### config.mk
export PLATFORM = sky130hd
export DESIGN_NAME = drp_top
export DESIGN_NICKNAME = d
export VERILOG_FILES = /design/src/pkg/drp_pkg.sv /design/src/pkg/drp_arb_if.sv /design/src/core/drp_ext_req.sv /design/src/core/drp_arbiter.sv /design/src/core/drp_top.sv
export VERILOG_INCLUDE_DIRS = /design/src /design/src/pkg
export SDC_FILE = /design/constraint.sdc
export NUM_CORES = 1
export LEC_CHECK = 0
export BUFFER_PORTS_ARGS = -buffer_cell sky130_fd_sc_hd__buf_2
export CAP_MARGIN = 20
export CORE_MARGIN = 4
export CORE_UTILIZATION = 40
export CTS_CLUSTER_DIAMETER = 100
export DETAILED_ROUTE_END_ITERATION = 10
export HOLD_SLACK_MARGIN = 0.1
export MAX_ROUTING_LAYER = met4
export PLACE_DENSITY = 0.7
export SETUP_SLACK_MARGIN = 0.5
export SYNTH_ARGS = -nofsm -noshare
export SYNTH_HDL_FRONTEND = slang
export SYNTH_HIERARCHICAL = 1
export SYNTH_SLANG_ARGS = --single-unit
export TNS_END_PERCENT = 1
### constraint.sdc
create_clock -name clk -period 5.3 [get_ports clk]
set_input_delay 0.53 -clock clk [delete_from_list [all_inputs] [get_ports clk]]
set_output_delay 0.53 -clock clk [all_outputs]
set_load 0.05 [all_outputs]
### src/pkg/drp_defs.svh
// Constants for the DMA request selection and channel priority block
// Contract
// - Per-channel request mode from resource select
// - Auto request runs when enabled, flags clear
// - External pin requests only on channels 0, 1
// - External request needs enables and clear flags
// - Resource select code picks dual or single mode
// - Level/edge bits pick request detection kind
// - Ignore request input until acknowledge driven
// - Overrun bit adds one extra level transfer
// - Peripheral request needs enables and clear flags
// - Decode module and register id; cycle steal
// - Requester need not be source or destination
// - Simultaneous requests served by priority field
// - Fixed orders 0123 or 0231
// - Round robin: finished channel drops to lowest
// - Rotation keeps cyclic channel order
// - Reset round robin order 0,1,2,3
// - Only legal source/destination pairings transfer
// - Selector request honoured only with code 1000
// - Count down per unit, end flag, interrupt
// - Abort on error, NMI or enable cleared
`ifndef DRP_DEFS_SVH
`define DRP_DEFS_SVH
`define DRP_ADDR_GRP 7:4
`define DRP_ADDR_IDX 3:2
`define DRP_ADDR_LSB 1:0
`define DRP_GRP_CTRL 4'h0
`define DRP_GRP_COUNT 4'h1
`define DRP_OFS_SEL_A 8'h20
`define DRP_OFS_SEL_B 8'h24
`define DRP_OFS_OPER 8'h28
`define DRP_CC_DE 0
`define DRP_CC_TE 1
`define DRP_CC_IE 2
`define DRP_CC_DO 3
`define DRP_CC_DS 4
`define DRP_CC_DL 5
`define DRP_CC_TB 6
`define DRP_CC_RS 11:8
`define DRP_CC_SRC 13:12
`define DRP_CC_DST 15:14
`define DRP_OP_DME 0
`define DRP_OP_NMI_FLAG 1
`define DRP_OP_AE 2
`define DRP_OP_PR 9:8
`define DRP_RS_EXT_DUAL 4'h0
`define DRP_RS_EXT_TODEV 4'h2
`define DRP_RS_EXT_FROMDEV 4'h3
`define DRP_RS_AUTO 4'h4
`define DRP_RS_PERIPH 4'h8
`define DRP_MID_SER0 6'h08
`define DRP_MID_SER1 6'h09
`define DRP_MID_SER2 6'h0a
`define DRP_MID_SIO0 6'h14
`define DRP_RID_TX 2'h1
`define DRP_RID_RX 2'h2
`define DRP_PR_FIXED_A 2'h0
`define DRP_PR_FIXED_B 2'h1
`define DRP_ORDER_A 8'he4
`define DRP_ORDER_B 8'h78
`define DRP_KIND_ACKDEV 2'h0
`define DRP_KIND_MEM 2'h1
`define DRP_KIND_MMDEV 2'h2
`define DRP_KIND_ONCHIP 2'h3
`define DRP_COUNT_ONE 24'h00_0001
`define DRP_RDATA_ZERO 32'h0000_0000
`define DRP_EXT_CHANNELS 2
`endif

### src/pkg/drp_pkg.sv
// Types shared by the DMA request and priority block
`default_nettype none
package drp_pkg;
	typedef enum logic [1:0] {DRP_ARMED, DRP_WAIT_ACK, DRP_HOLD, DRP_DRAIN} drp_ext_st_e;
	typedef enum logic {DRP_IDLE, DRP_BUSY} drp_top_st_e;
	typedef struct packed {
		logic sync1;
		logic sync2;
		logic prev;
		logic edge_seen;
		logic req;
		drp_ext_st_e st;
	} drp_ext_s;
	typedef struct packed {
		logic [1:0] top;
	} drp_arb_s;
	typedef struct packed {
		drp_top_st_e st;
		logic [3:0][15:0] ctrl;
		logic [3:0][23:0] count;
		logic [1:0][15:0] sel;
		logic [15:0] oper;
		logic [1:0] ch;
		logic single;
		logic to_dev;
		logic burst;
		logic [1:0] ack;
		logic abort;
		logic [31:0] rdata;
	} drp_top_s;
endpackage
`default_nettype wire

### src/pkg/drp_arb_if.sv
// Link between the request front end and the channel arbiter
`default_nettype none
interface drp_arb_if;
	logic [3:0] req;
	logic [1:0] mode;
	logic done;
	logic [1:0] done_ch;
	logic gnt_valid;
	logic [1:0] gnt_ch;
	modport ctl(output req, output mode, output done, output done_ch,
		input gnt_valid, input gnt_ch);
	modport arb(input req, input mode, input done, input done_ch,
		output gnt_valid, output gnt_ch);
endinterface
`default_nettype wire

### src/core/drp_ext_req.sv
// External request pin detector for one channel
`include "drp_defs.svh"
`default_nettype none
module drp_ext_req (
	input wire logic clk,
	input wire logic rst,
	input wire logic pin,
	input wire logic enable,
	input wire logic level_sel,
	input wire logic edge_sel,
	input wire logic overrun,
	input wire logic ack,
	output logic req
);
	drp_pkg::drp_ext_s s;
	drp_pkg::drp_ext_s next_s;

	always_comb begin
		logic active;
		logic event_now;
		active = 1'b0;
		event_now = 1'b0;
		next_s = s;
		next_s.sync1 = pin;
		next_s.sync2 = s.sync1;
		next_s.prev = s.sync2;
		active = level_sel ? s.sync2 : !s.sync2;
		event_now = edge_sel && (active && (level_sel ? !s.prev : s.prev));
		unique case (s.st)
			drp_pkg::DRP_ARMED: begin
				if (event_now) begin
					next_s.edge_seen = 1'b1;
				end
				if (enable && (edge_sel ? (event_now || s.edge_seen) : active)) begin
					next_s.req = 1'b1;
					next_s.edge_seen = 1'b0;
					next_s.st = drp_pkg::DRP_WAIT_ACK;
				end
			end
			drp_pkg::DRP_WAIT_ACK: begin
				if (!enable) begin
					next_s.req = 1'b0;
					next_s.st = drp_pkg::DRP_ARMED;
				end else if (ack) begin
					next_s.req = 1'b0;
					// Level mode with overrun 0 lets both sync stages drain so a pin dropped on the ack is not resampled
					next_s.st = (!edge_sel && !overrun) ? drp_pkg::DRP_HOLD
						: drp_pkg::DRP_ARMED;
				end
			end
			drp_pkg::DRP_HOLD: begin
				next_s.st = drp_pkg::DRP_DRAIN;
			end
			drp_pkg::DRP_DRAIN: begin
				next_s.st = drp_pkg::DRP_ARMED;
			end
		endcase
	end

	always_ff @(posedge clk) begin
		if (rst) begin
			s <= '0;
		end else begin
			s <= next_s;
		end
	end

	assign req = s.req;
endmodule
`default_nettype wire

### src/core/drp_arbiter.sv
// Fixed and round-robin channel arbiter
`include "drp_defs.svh"
`default_nettype none
module drp_arbiter (
	input wire logic clk,
	input wire logic rst,
	drp_arb_if.arb bus
);
	drp_pkg::drp_arb_s s;
	drp_pkg::drp_arb_s next_s;

	// Slot 0 in the low bits is the highest priority; returns {hit, channel}
	function automatic logic [2:0] pick(input logic [3:0] req, input logic [7:0] order);
		logic [2:0] r;
		r = 3'b000;
		for (int k = 3; k >= 0; k--) begin
			if (req[order[2*k +: 2]]) begin
				r = {1'b1, order[2*k +: 2]};
			end
		end
		return r;
	endfunction

	always_comb begin
		logic [7:0] order;
		logic [2:0] hit;
		logic rr;
		order = `DRP_ORDER_A;
		hit = 3'b000;
		rr = 1'b0;
		next_s = s;
		unique case (bus.mode)
			`DRP_PR_FIXED_A: order = `DRP_ORDER_A;
			`DRP_PR_FIXED_B: order = `DRP_ORDER_B;
			default: begin
				rr = 1'b1;
				order = {2'(s.top + 2'd3), 2'(s.top + 2'd2), 2'(s.top + 2'd1), s.top};
			end
		endcase
		hit = pick(bus.req, order);
		bus.gnt_valid = hit[2];
		bus.gnt_ch = hit[1:0];
		if (rr && bus.done) begin
			next_s.top = 2'(bus.done_ch + 2'd1);
		end
	end

	always_ff @(posedge clk) begin
		if (rst) begin
			s <= '0;
		end else begin
			s <= next_s;
		end
	end
endmodule
`default_nettype wire

### src/core/drp_top.sv
// Request selection, enable checking and channel sequencing for four DMA channels
`include "drp_defs.svh"
`default_nettype none
module drp_top (
	input wire logic clk,
	input wire logic rst,
	input wire logic [7:0] reg_addr,
	input wire logic [31:0] reg_wdata,
	input wire logic reg_wr,
	input wire logic reg_rd,
	output logic [31:0] reg_rdata,
	input wire logic [1:0] external_request_in,
	output logic [1:0] request_acknowledge_out,
	input wire logic [3:0] periph_tx_empty,
	input wire logic [3:0] periph_rx_full,
	input wire logic nmi_in,
	input wire logic addr_err_in,
	output logic unit_valid,
	output logic [1:0] unit_ch,
	output logic unit_single,
	output logic unit_to_dev,
	output logic unit_burst,
	input wire logic unit_done,
	output logic unit_abort,
	output logic [3:0] transfer_end_interrupt
);
	drp_pkg::drp_top_s s;
	drp_pkg::drp_top_s next_s;
	drp_arb_if arb_bus();
	logic [3:0] ok;
	logic [3:0] chan_req;
	logic [3:0] ext_req;
	logic [3:0] ext_live;
	logic [1:0] ext_en;

	// Enable conditions shared by every request mode
	function automatic logic chan_ready(input logic [15:0] ctrl, input logic [15:0] oper);
		return ctrl[`DRP_CC_DE] && oper[`DRP_OP_DME] && !ctrl[`DRP_CC_TE]
			&& !oper[`DRP_OP_AE] && !oper[`DRP_OP_NMI_FLAG];
	endfunction

	function automatic logic is_ext(input logic [3:0] rs);
		return rs == `DRP_RS_EXT_DUAL || rs == `DRP_RS_EXT_TODEV
			|| rs == `DRP_RS_EXT_FROMDEV;
	endfunction

	function automatic logic is_single(input logic [3:0] rs);
		return rs == `DRP_RS_EXT_TODEV || rs == `DRP_RS_EXT_FROMDEV;
	endfunction

	function automatic logic is_memlike(input logic [1:0] k);
		return k == `DRP_KIND_MEM || k == `DRP_KIND_MMDEV;
	endfunction

	// Endpoint pairings that the engine can really carry out
	function automatic logic xfer_legal(input logic [3:0] rs, input logic [1:0] src,
		input logic [1:0] dst);
		logic r;
		r = 1'b1;
		if (rs == `DRP_RS_EXT_TODEV) begin
			r = is_memlike(src) && dst == `DRP_KIND_ACKDEV;
		end else if (rs == `DRP_RS_EXT_FROMDEV) begin
			r = src == `DRP_KIND_ACKDEV && is_memlike(dst);
		end else if (src == `DRP_KIND_ACKDEV) begin
			r = rs == `DRP_RS_EXT_DUAL && is_memlike(dst);
		end else if (dst == `DRP_KIND_ACKDEV) begin
			r = rs == `DRP_RS_EXT_DUAL && is_memlike(src);
		end
		return r;
	endfunction

	// Selector byte: module id above, register id in the two low bits
	function automatic logic periph_hit(input logic [7:0] sel, input logic [3:0] tx,
		input logic [3:0] rx);
		logic [3:0] pick;
		logic r;
		pick = 4'h0;
		r = 1'b0;
		if (sel[1:0] == `DRP_RID_TX) begin
			pick = tx;
		end else if (sel[1:0] == `DRP_RID_RX) begin
			pick = rx;
		end
		case (sel[7:2])
			`DRP_MID_SER0: r = pick[0];
			`DRP_MID_SER1: r = pick[1];
			`DRP_MID_SER2: r = pick[2];
			`DRP_MID_SIO0: r = pick[3];
			default: r = 1'b0;
		endcase
		return r;
	endfunction

	for (genvar i = 0; i < 4; i++) begin : g_chan
		logic [3:0] rs;
		logic ext_hit;
		logic per_hit;
		assign rs = s.ctrl[i][`DRP_CC_RS];
		assign ok[i] = chan_ready(s.ctrl[i], s.oper)
			&& xfer_legal(rs, s.ctrl[i][`DRP_CC_SRC], s.ctrl[i][`DRP_CC_DST]);
		assign ext_hit = is_ext(rs) && ext_live[i];
		assign per_hit = rs == `DRP_RS_PERIPH
			&& periph_hit(s.sel[i/2][(i%2)*8 +: 8], periph_tx_empty, periph_rx_full);
		assign chan_req[i] = ok[i] && (rs == `DRP_RS_AUTO || ext_hit || per_hit);
	end

	// Only the first two channels own request pins
	for (genvar i = 0; i < `DRP_EXT_CHANNELS; i++) begin : g_ext
		assign ext_en[i] = ok[i] && is_ext(s.ctrl[i][`DRP_CC_RS]);
		drp_ext_req u_ext (
			.clk(clk),
			.rst(rst),
			.pin(external_request_in[i]),
			.enable(ext_en[i]),
			.level_sel(s.ctrl[i][`DRP_CC_DL]),
			.edge_sel(s.ctrl[i][`DRP_CC_DS]),
			.overrun(s.ctrl[i][`DRP_CC_DO]),
			.ack(s.ack[i]),
			.req(ext_req[i])
		);
	end
	assign ext_req[3:2] = 2'b00;
	// An accepted pin request is hidden while its ack is out, else the idle cycle regrants it
	assign ext_live = ext_req & {2'b00, ~s.ack};

	// A channel in service is not offered again until its unit ends
	assign arb_bus.req = (s.st == drp_pkg::DRP_IDLE) ? chan_req : 4'h0;
	assign arb_bus.mode = s.oper[`DRP_OP_PR];
	assign arb_bus.done = s.st == drp_pkg::DRP_BUSY && unit_done && ok[s.ch];
	assign arb_bus.done_ch = s.ch;

	drp_arbiter u_arb (
		.clk(clk),
		.rst(rst),
		.bus(arb_bus.arb)
	);

	always_comb begin
		logic [3:0] rs;
		rs = 4'h0;
		next_s = s;
		next_s.ack = 2'b00;
		next_s.abort = 1'b0;
		next_s.rdata = `DRP_RDATA_ZERO;

		// Software writes first so that hardware flag sets below win
		if (reg_wr && reg_addr[`DRP_ADDR_LSB] == 2'b00) begin
			if (reg_addr[`DRP_ADDR_GRP] == `DRP_GRP_CTRL) begin
				next_s.ctrl[reg_addr[`DRP_ADDR_IDX]] = reg_wdata[15:0];
				next_s.ctrl[reg_addr[`DRP_ADDR_IDX]][`DRP_CC_TE] =
					s.ctrl[reg_addr[`DRP_ADDR_IDX]][`DRP_CC_TE] && reg_wdata[`DRP_CC_TE];
			end else if (reg_addr[`DRP_ADDR_GRP] == `DRP_GRP_COUNT) begin
				next_s.count[reg_addr[`DRP_ADDR_IDX]] = reg_wdata[23:0];
			end else if (reg_addr == `DRP_OFS_SEL_A) begin
				next_s.sel[0] = reg_wdata[15:0];
			end else if (reg_addr == `DRP_OFS_SEL_B) begin
				next_s.sel[1] = reg_wdata[15:0];
			end else if (reg_addr == `DRP_OFS_OPER) begin
				next_s.oper = reg_wdata[15:0];
				next_s.oper[`DRP_OP_NMI_FLAG] = s.oper[`DRP_OP_NMI_FLAG] && reg_wdata[`DRP_OP_NMI_FLAG];
				next_s.oper[`DRP_OP_AE] = s.oper[`DRP_OP_AE] && reg_wdata[`DRP_OP_AE];
			end
		end

		if (nmi_in) begin
			next_s.oper[`DRP_OP_NMI_FLAG] = 1'b1;
		end
		if (addr_err_in) begin
			next_s.oper[`DRP_OP_AE] = 1'b1;
		end

		unique case (s.st)
			drp_pkg::DRP_IDLE: begin
				if (arb_bus.gnt_valid) begin
					rs = s.ctrl[arb_bus.gnt_ch][`DRP_CC_RS];
					next_s.st = drp_pkg::DRP_BUSY;
					next_s.ch = arb_bus.gnt_ch;
					next_s.single = is_single(rs);
					next_s.to_dev = rs == `DRP_RS_EXT_TODEV;
					// Peripheral requests always cycle-steal
					next_s.burst = s.ctrl[arb_bus.gnt_ch][`DRP_CC_TB]
						&& rs != `DRP_RS_PERIPH;
				end
			end
			drp_pkg::DRP_BUSY: begin
				if (!ok[s.ch]) begin
					next_s.st = drp_pkg::DRP_IDLE;
					next_s.abort = 1'b1;
				end else if (unit_done) begin
					next_s.st = drp_pkg::DRP_IDLE;
					next_s.count[s.ch] = s.count[s.ch] - `DRP_COUNT_ONE;
					if (s.count[s.ch] == `DRP_COUNT_ONE) begin
						next_s.ctrl[s.ch][`DRP_CC_TE] = 1'b1;
					end
					if (s.ch < 2'(`DRP_EXT_CHANNELS) && is_ext(s.ctrl[s.ch][`DRP_CC_RS])) begin
						next_s.ack[s.ch[0]] = 1'b1;
					end
				end
			end
		endcase

		if (reg_rd) begin
			if (reg_addr[`DRP_ADDR_LSB] != 2'b00) begin
				next_s.rdata = `DRP_RDATA_ZERO;
			end else if (reg_addr[`DRP_ADDR_GRP] == `DRP_GRP_CTRL) begin
				next_s.rdata = {16'h0000, s.ctrl[reg_addr[`DRP_ADDR_IDX]]};
			end else if (reg_addr[`DRP_ADDR_GRP] == `DRP_GRP_COUNT) begin
				next_s.rdata = {8'h00, s.count[reg_addr[`DRP_ADDR_IDX]]};
			end else if (reg_addr == `DRP_OFS_SEL_A) begin
				next_s.rdata = {16'h0000, s.sel[0]};
			end else if (reg_addr == `DRP_OFS_SEL_B) begin
				next_s.rdata = {16'h0000, s.sel[1]};
			end else if (reg_addr == `DRP_OFS_OPER) begin
				next_s.rdata = {16'h0000, s.oper};
			end
		end
	end

	always_ff @(posedge clk) begin
		if (rst) begin
			s <= '0;
		end else begin
			s <= next_s;
		end
	end

	assign reg_rdata = s.rdata;
	assign request_acknowledge_out = s.ack;
	assign unit_valid = s.st == drp_pkg::DRP_BUSY;
	assign unit_ch = s.ch;
	assign unit_single = s.single;
	assign unit_to_dev = s.to_dev;
	assign unit_burst = s.burst;
	assign unit_abort = s.abort;

	for (genvar i = 0; i < 4; i++) begin : g_irq
		assign transfer_end_interrupt[i] = s.ctrl[i][`DRP_CC_TE] && s.ctrl[i][`DRP_CC_IE];
	end
endmodule
`default_nettype wire

==> results of run 1 <==
-- logic make-up (layout without fill, tap and decap cells) --
logic type               after synthesis  in the layout  synth area share
buffers and inverters                207            217            0.0660
adder cells (fa/ha/maj)               10             10           0.00857
other                                  1             12          0.000257
XOR/XNOR                              25             25            0.0150
AND/OR/NAND/NOR                      569            569             0.197
AO/OA/AOI/OAI                        420            420             0.186
flip-flops                           257            257             0.352
multiplexers                         160            160             0.175
-- critical path: cells and delay by family, from the launching register on --
family	cells	cell delay (ns)
fa+ha+maj	1	0.31
mux	2	0.81
flops	1	0.35
simple gates	4	1.04
compound gates	8	1.78
buf+inv	2	0.25
-- final timing paths --
kind | start | slack (ns) | depth (start not counted) | end
hold / removal | external_request_in[0] | 0.15 | 2 | g_ext[0].u_ext/next_s[5]$_SDFF_PP0_
setup / recovery | flop | 0.69 | 17 | unit_to_dev$_SDFFE_PP0P_
hold reg to reg | g_ext[1].u_ext/next_s[5]$_SDFF_PP0_ | 0.44 | 1 | g_ext[1].u_ext/next_s[4]$_SDFF_PP0_
setup reg to reg | flop | 0.69 | 17 | unit_to_dev$_SDFFE_PP0P_
-- placed cells by master, fill, tap and decap left out, types with 6 or more instances in the layout --
master        n
buf_4        41
nand3_1      44
clkinv_2      6
xor2_1        6
mux4_2       64
nor2b_1      52
nor4b_1       9
a22oi_1      14
a211oi_1    147
clkbuf_16    30
a21oi_1     134
dfxtp_1     254
nor3_1        9
mux2i_1      37
nor2_1      106
and2_1       29
xnor2_1      19
conb_1        8
nand2b_1     15
nor3_2        9
nor3b_1       6
bufinv_16     6
nor2b_4       6
nand2_1     214
buf_2        83
inv_1        36
clkinvlp_4    6
mux2_2       50
ha_1         10
or2_2         7
o21ai_0      65
-- routing by layer --
layer / vias up / part of all wire / track usage
li1: 5950 / - / -
met1: 6447 / 0.41 / 0.312
met2: 717 / 0.45 / 0.353
met3: 120 / 0.10 / 0.0452
met4: 0 / 0.039 / 0.0960
met5: - / 0 / -
-- repair_timing --
action                                  4_1_cts  5_1_grt
endpoints found under the setup margin        3        3
hold endpoints to repair                      0        0
resized for setup                             4       34
pin swaps                                     0        5
buffers inserted                              0        9
-- metrics by stage --
stage | total power [uW] | instance area, um2
final | 4380 | 16500
after global routing | 4490 | 16500
after CTS | 4390 | 16200
after detailed placement | 2180 | 15100
after global placement | 2180 | 15100
after floorplan | 2110 | 14600
-- where the power goes --
part | internal [uW] | total, uW | switching [uW]
Sequential | 1940 | 1940 | 4.44
Combinational | 50.4 | 202 | 151
Clock | 1360 | 2230 | 879
-- cell type report --
cell class	instances	area, um2
antenna	4	10.0
clock buffer	35	790
clock inverter	19	272
fill	3341	19400
inverter	36	135
multi-input combinational	1192	8750
sequential	257	5150
tap	461	577
timing repair buffer	127	773
==> results.cfg, run 1 <==
[clock_network]
cts_made_buffers = 30
clkTransAtPathRegs_ns = 0.06
cts_hold_buf = 0
cts_tree = done
cts_htree_levels = 1
root_buffer = clkbuf_16
clock-sinks = 257
cts_buffer_depth = 3
clk_latency_ns = 0.59

[critical_path]
path_cells = inv_1 -> ha_1 -> nor4b_1 -> o2bb2ai_1 -> o211ai_1 -> a211oi_2 -> buf_4 -> mux2_4 -> a222oi_1 -> a21o_1 -> o21ai_0 -> a21oi_4 -> mux4_2 -> or4b_2 -> nor2_1 -> a21oi_1 -> nor2_1
cpMostUsedCell = nor2_1
critPathKind = flop to flop
critPathMaxFanout = 10
cp.arrival_ns = 5.13
slowest_delay_ns = 0.66
critPathRequiredTime_ns = 5.82
start_kind = flop
crit_slowest_cell = or4b_2
cp-end-kind = flop

[drt]
routed_wl_mm = 46.6
viasPerCell = 6.21
ant_nets = 0
via_count = 13200
drt-wirelength-per-cell_um = 21.9
drtIter0Drc = 1563
drc_errors = 0
first_pass_iters = 6

[final_layout]
final_core_util = 0.459
drive_above_1_share = 0.224
area_growth_pct = 12.7
fin_nets = 1711
instances_no_fill = 2131

[yosys]
avgSynthCellArea_um2 = 8.85
synthDistinctLibCells = 81
yosysWarnings = 6
seq_area_frac_synth = 0.352
synthCells = 1649
synth_top_area_frac = 0.352
synth_area_leader_cell = dfxtp_1
synth_common_cells = dfxtp_1 (257), nand2_1 (214), a211oi_1 (149)
syn_area_mm2 = 0.0146
synth_edf_count = 0
synth_most_common_cell = dfxtp_1
ys_ff_latch = 257
async_flop_share = 0
synth_top_flop_cell = dfxtp_1
synth_area_leaders = dfxtp_1 (35%), mux4_2 (9.9%), a211oi_1 (7.7%), nand2_1 (5.5%), a21oi_1 (4.6%)

[grt]
grt_usage = 0.235
grt_first_pass_wirelength_mm = 72.0
antenna_found_initial = 4
grt_max_degree = 93
first_global_vias = 12500
grt_overflow = 0

[sta]
finalCritPeriodShare = 0.869
tightest_slew_ns = 1.12
fmax_mhz = 217
hold_viol = 0
slew-limit-headroom = 0.253
setup_viol = 0
clock-skew-final_ns = 0.0372
slew_viol_final = 0
fin_ws_ns = 0.692
grt_setup_unrepaired = false
min_period_ns = 4.61
whs_ns = 0.149
fin_setup_tns_ns = 0

[min_path]
hold_class = input pin to flop

[power_and_ir_drop]
ir_worst_vdd_v = 0.000238
leakagePower_uw = 0.00569
powerDensity_mw_per_mm2 = 266

[status]
outcome = finished, final reports clean

[floorplanning]
row_count = 69
die-area_mm2 = 0.0396
io_pins = 102
die_h_um = 199
die_w_um = 199
start_util = 0.408
fp.coreArea_mm2 = 0.0358

[place]
place_congestion = 0.917
pre_cts_ws_ns = 0.296
hpwlAfterDp_mm = 30.6
dp.cells = 2062
io_buffers = 85

[job]
drv_cap = 0
(Power assumes the default switching activity.)
==> inputs of run 2 (changes only) <==
CORE_MARGIN = 2   (was 4)
PLACE_DENSITY = 0.68   (was 0.7)
TNS_END_PERCENT = 20   (was 1)
clock period = 4.4 ns   (was 5.3 ns; I/O delays follow)
==> results.cfg, run 2 (synthesized netlist as in run 1, its figures left out) <==
[sta]
slew_viol_final = 0
setup_viol = 0
fmax_mhz = 229
whs_ns = 0.115
clock-skew-final_ns = 0.0293
finalCritPeriodShare = 0.992
tightest_slew_ns = 1.05
fin_ws_ns = 0.0360
slew-limit-headroom = 0.293
hold_viol = 0
grt_setup_unrepaired = true
min_period_ns = 4.36

[job]
drv_cap = 0

[final_layout]
drive_above_1_share = 0.243
area_growth_pct = 14.6
instances_no_fill = 2163
layout.cells.most_common = dfxtp_1
layout_common_cells = dfxtp_1 (244), nand2_1 (214), a211oi_1 (146), a21oi_1 (132), nor2_1 (105)
fin_nets = 1744

[drt]
routed_wl_mm = 47.0
drt-wirelength-per-cell_um = 21.7
ant_nets = 0
viasPerCell = 6.08
via_count = 13200
drtIter0Drc = 1564
drc_errors = 0
first_pass_iters = 8

[grt]
antenna_found_initial = 1
first_global_vias = 12600
grt_overflow = 0
grt_usage = 0.250
grt_max_degree = 167
grt_first_pass_wirelength_mm = 73.2

[critical_path]
worst-path-buf-inv = 3
critPathMaxFanout = 6
critPathKind = flop to flop
start_kind = flop
cp.arrival_ns = 4.88
critPathRequiredTime_ns = 4.92
crit_slowest_cell = or4b_4
cp-end-kind = flop
path_cells = nor2b_4 -> a22oi_1 -> a22oi_1 -> a31oi_2 -> or3b_2 -> a211oi_2 -> buf_4 -> buf_4 -> mux2i_1 -> a32o_2 -> o221a_2 -> o21a_1 -> a21oi_2 -> buf_6 -> mux4_2 -> or4b_4 -> nor2_2 -> a21oi_1 -> nor2_1
slowest_delay_ns = 0.54
critPathTopFamily = compound AO/OA/AOI/OAI gates

[clock_network]
cts_htree_levels = 1
root_buffer = clkbuf_16
clkTransAtPathRegs_ns = 0.06
cts_tree = done
clk_latency_ns = 0.59
clock-sinks = 257
cts_buffer_depth = 3
cts_made_buffers = 30

[place]
dp.cells = 2088
pre_cts_ws_ns = -0.0947
io_buffers = 85
hpwlAfterDp_mm = 31.4
place_congestion = 0.967

[power_and_ir_drop]
ir_worst_vdd_v = 0.000313
powerDensity_mw_per_mm2 = 310
leakagePower_uw = 0.00587

[floorplanning]
die-area_mm2 = 0.0380
die_w_um = 195
io_pins = 102
fp.coreArea_mm2 = 0.0357
die_h_um = 195
row_count = 69
start_util = 0.409

[status]
outcome = finished, final reports clean

[min_path]
hold_class = input pin to flop
## run 2: changes by cell type in the layout (fill, tap and decap cells not counted), sizes merged
cell,before,now
clkbuf,35,42
buf,127,157
diode,4,1
clkinv,7,8
bufinv,6,4
clkinvlp,6,2
dlygate4sd3,0,3
## run 2: stage by stage
step / util / cell area, um2 / total power, uW / TNS (ns)
after floorplan: - / 14700 / 2540 / 0
after global placement: 0.431 / 15400 / 2630 / -0.0283
after detailed placement: 0.431 / 15400 / 2630 / -0.150
after CTS: 0.466 / 16600 / 5220 / 0
after global routing: 0.468 / 16700 / 5340 / -0.261
final: 0.468 / 16700 / 5190 / 0
## run 2: where the power goes
group	internal [uW]	leakage, uW	switching, uW	total (uW)
Clock	1570	0.000505	1030	2610
Combinational	63.7	0.00329	184	247
Sequential	2330	0.00208	4.69	2340
Total	3970	0.00587	1220	5190
## run 2: path summary, 6_finish.rpt
check / start / to / slack [ns] / cells past startpoint
max: s[73]$_SDFFE_PP0P_ / unit_to_dev$_SDFFE_PP0P_ / 0.04 / 19
min: addr_err_in / s[42]$_SDFFE_PP0P_ / 0.12 / 3
max reg2reg: s[73]$_SDFFE_PP0P_ / unit_to_dev$_SDFFE_PP0P_ / 0.04 / 19
min reg2reg: g_ext[0].u_ext/next_s[5]$_SDFF_PP0_ / g_ext[0].u_ext/next_s[4]$_SDFF_PP0_ / 0.44 / 1
## run 2: routing by layer
metal / GRT usage / share of wire / vias to the layer above
met5: - / 0 / -
met4: 0.100 / 0.035 / 0
met3: 0.0413 / 0.095 / 105
met2: 0.378 / 0.45 / 672
met1: 0.333 / 0.42 / 6365
li1: - / - / 6017
## run 2: timing repair
action                     CTS  global route
pin swaps                   16            11
setup buffers               10             5
hold endpoints to repair     3             0
hold buffers                 3             0
resized for setup           27            13
setup endpoints to repair    3             5
## run 2: worst reg2reg max path: cells and delay by family, from the launching register on
kind | cells | cell delay [ns]
muxes | 2 | 0.58
and+or+nand+nor | 5 | 1.39
DFF | 1 | 0.38
buffers and inverters | 3 | 0.45
AOI/OAI and AO/OA | 9 | 1.51
## run 2: final cells by class
type,count,area [um2]
fill,3323,19000
multi-input combinational,1192,8780
sequential,257,5170
timing repair buffer,160,1030
clock buffer,42,846
tap,461,577
clock inverter,14,190
inverter,36,135
antenna,1,2.50
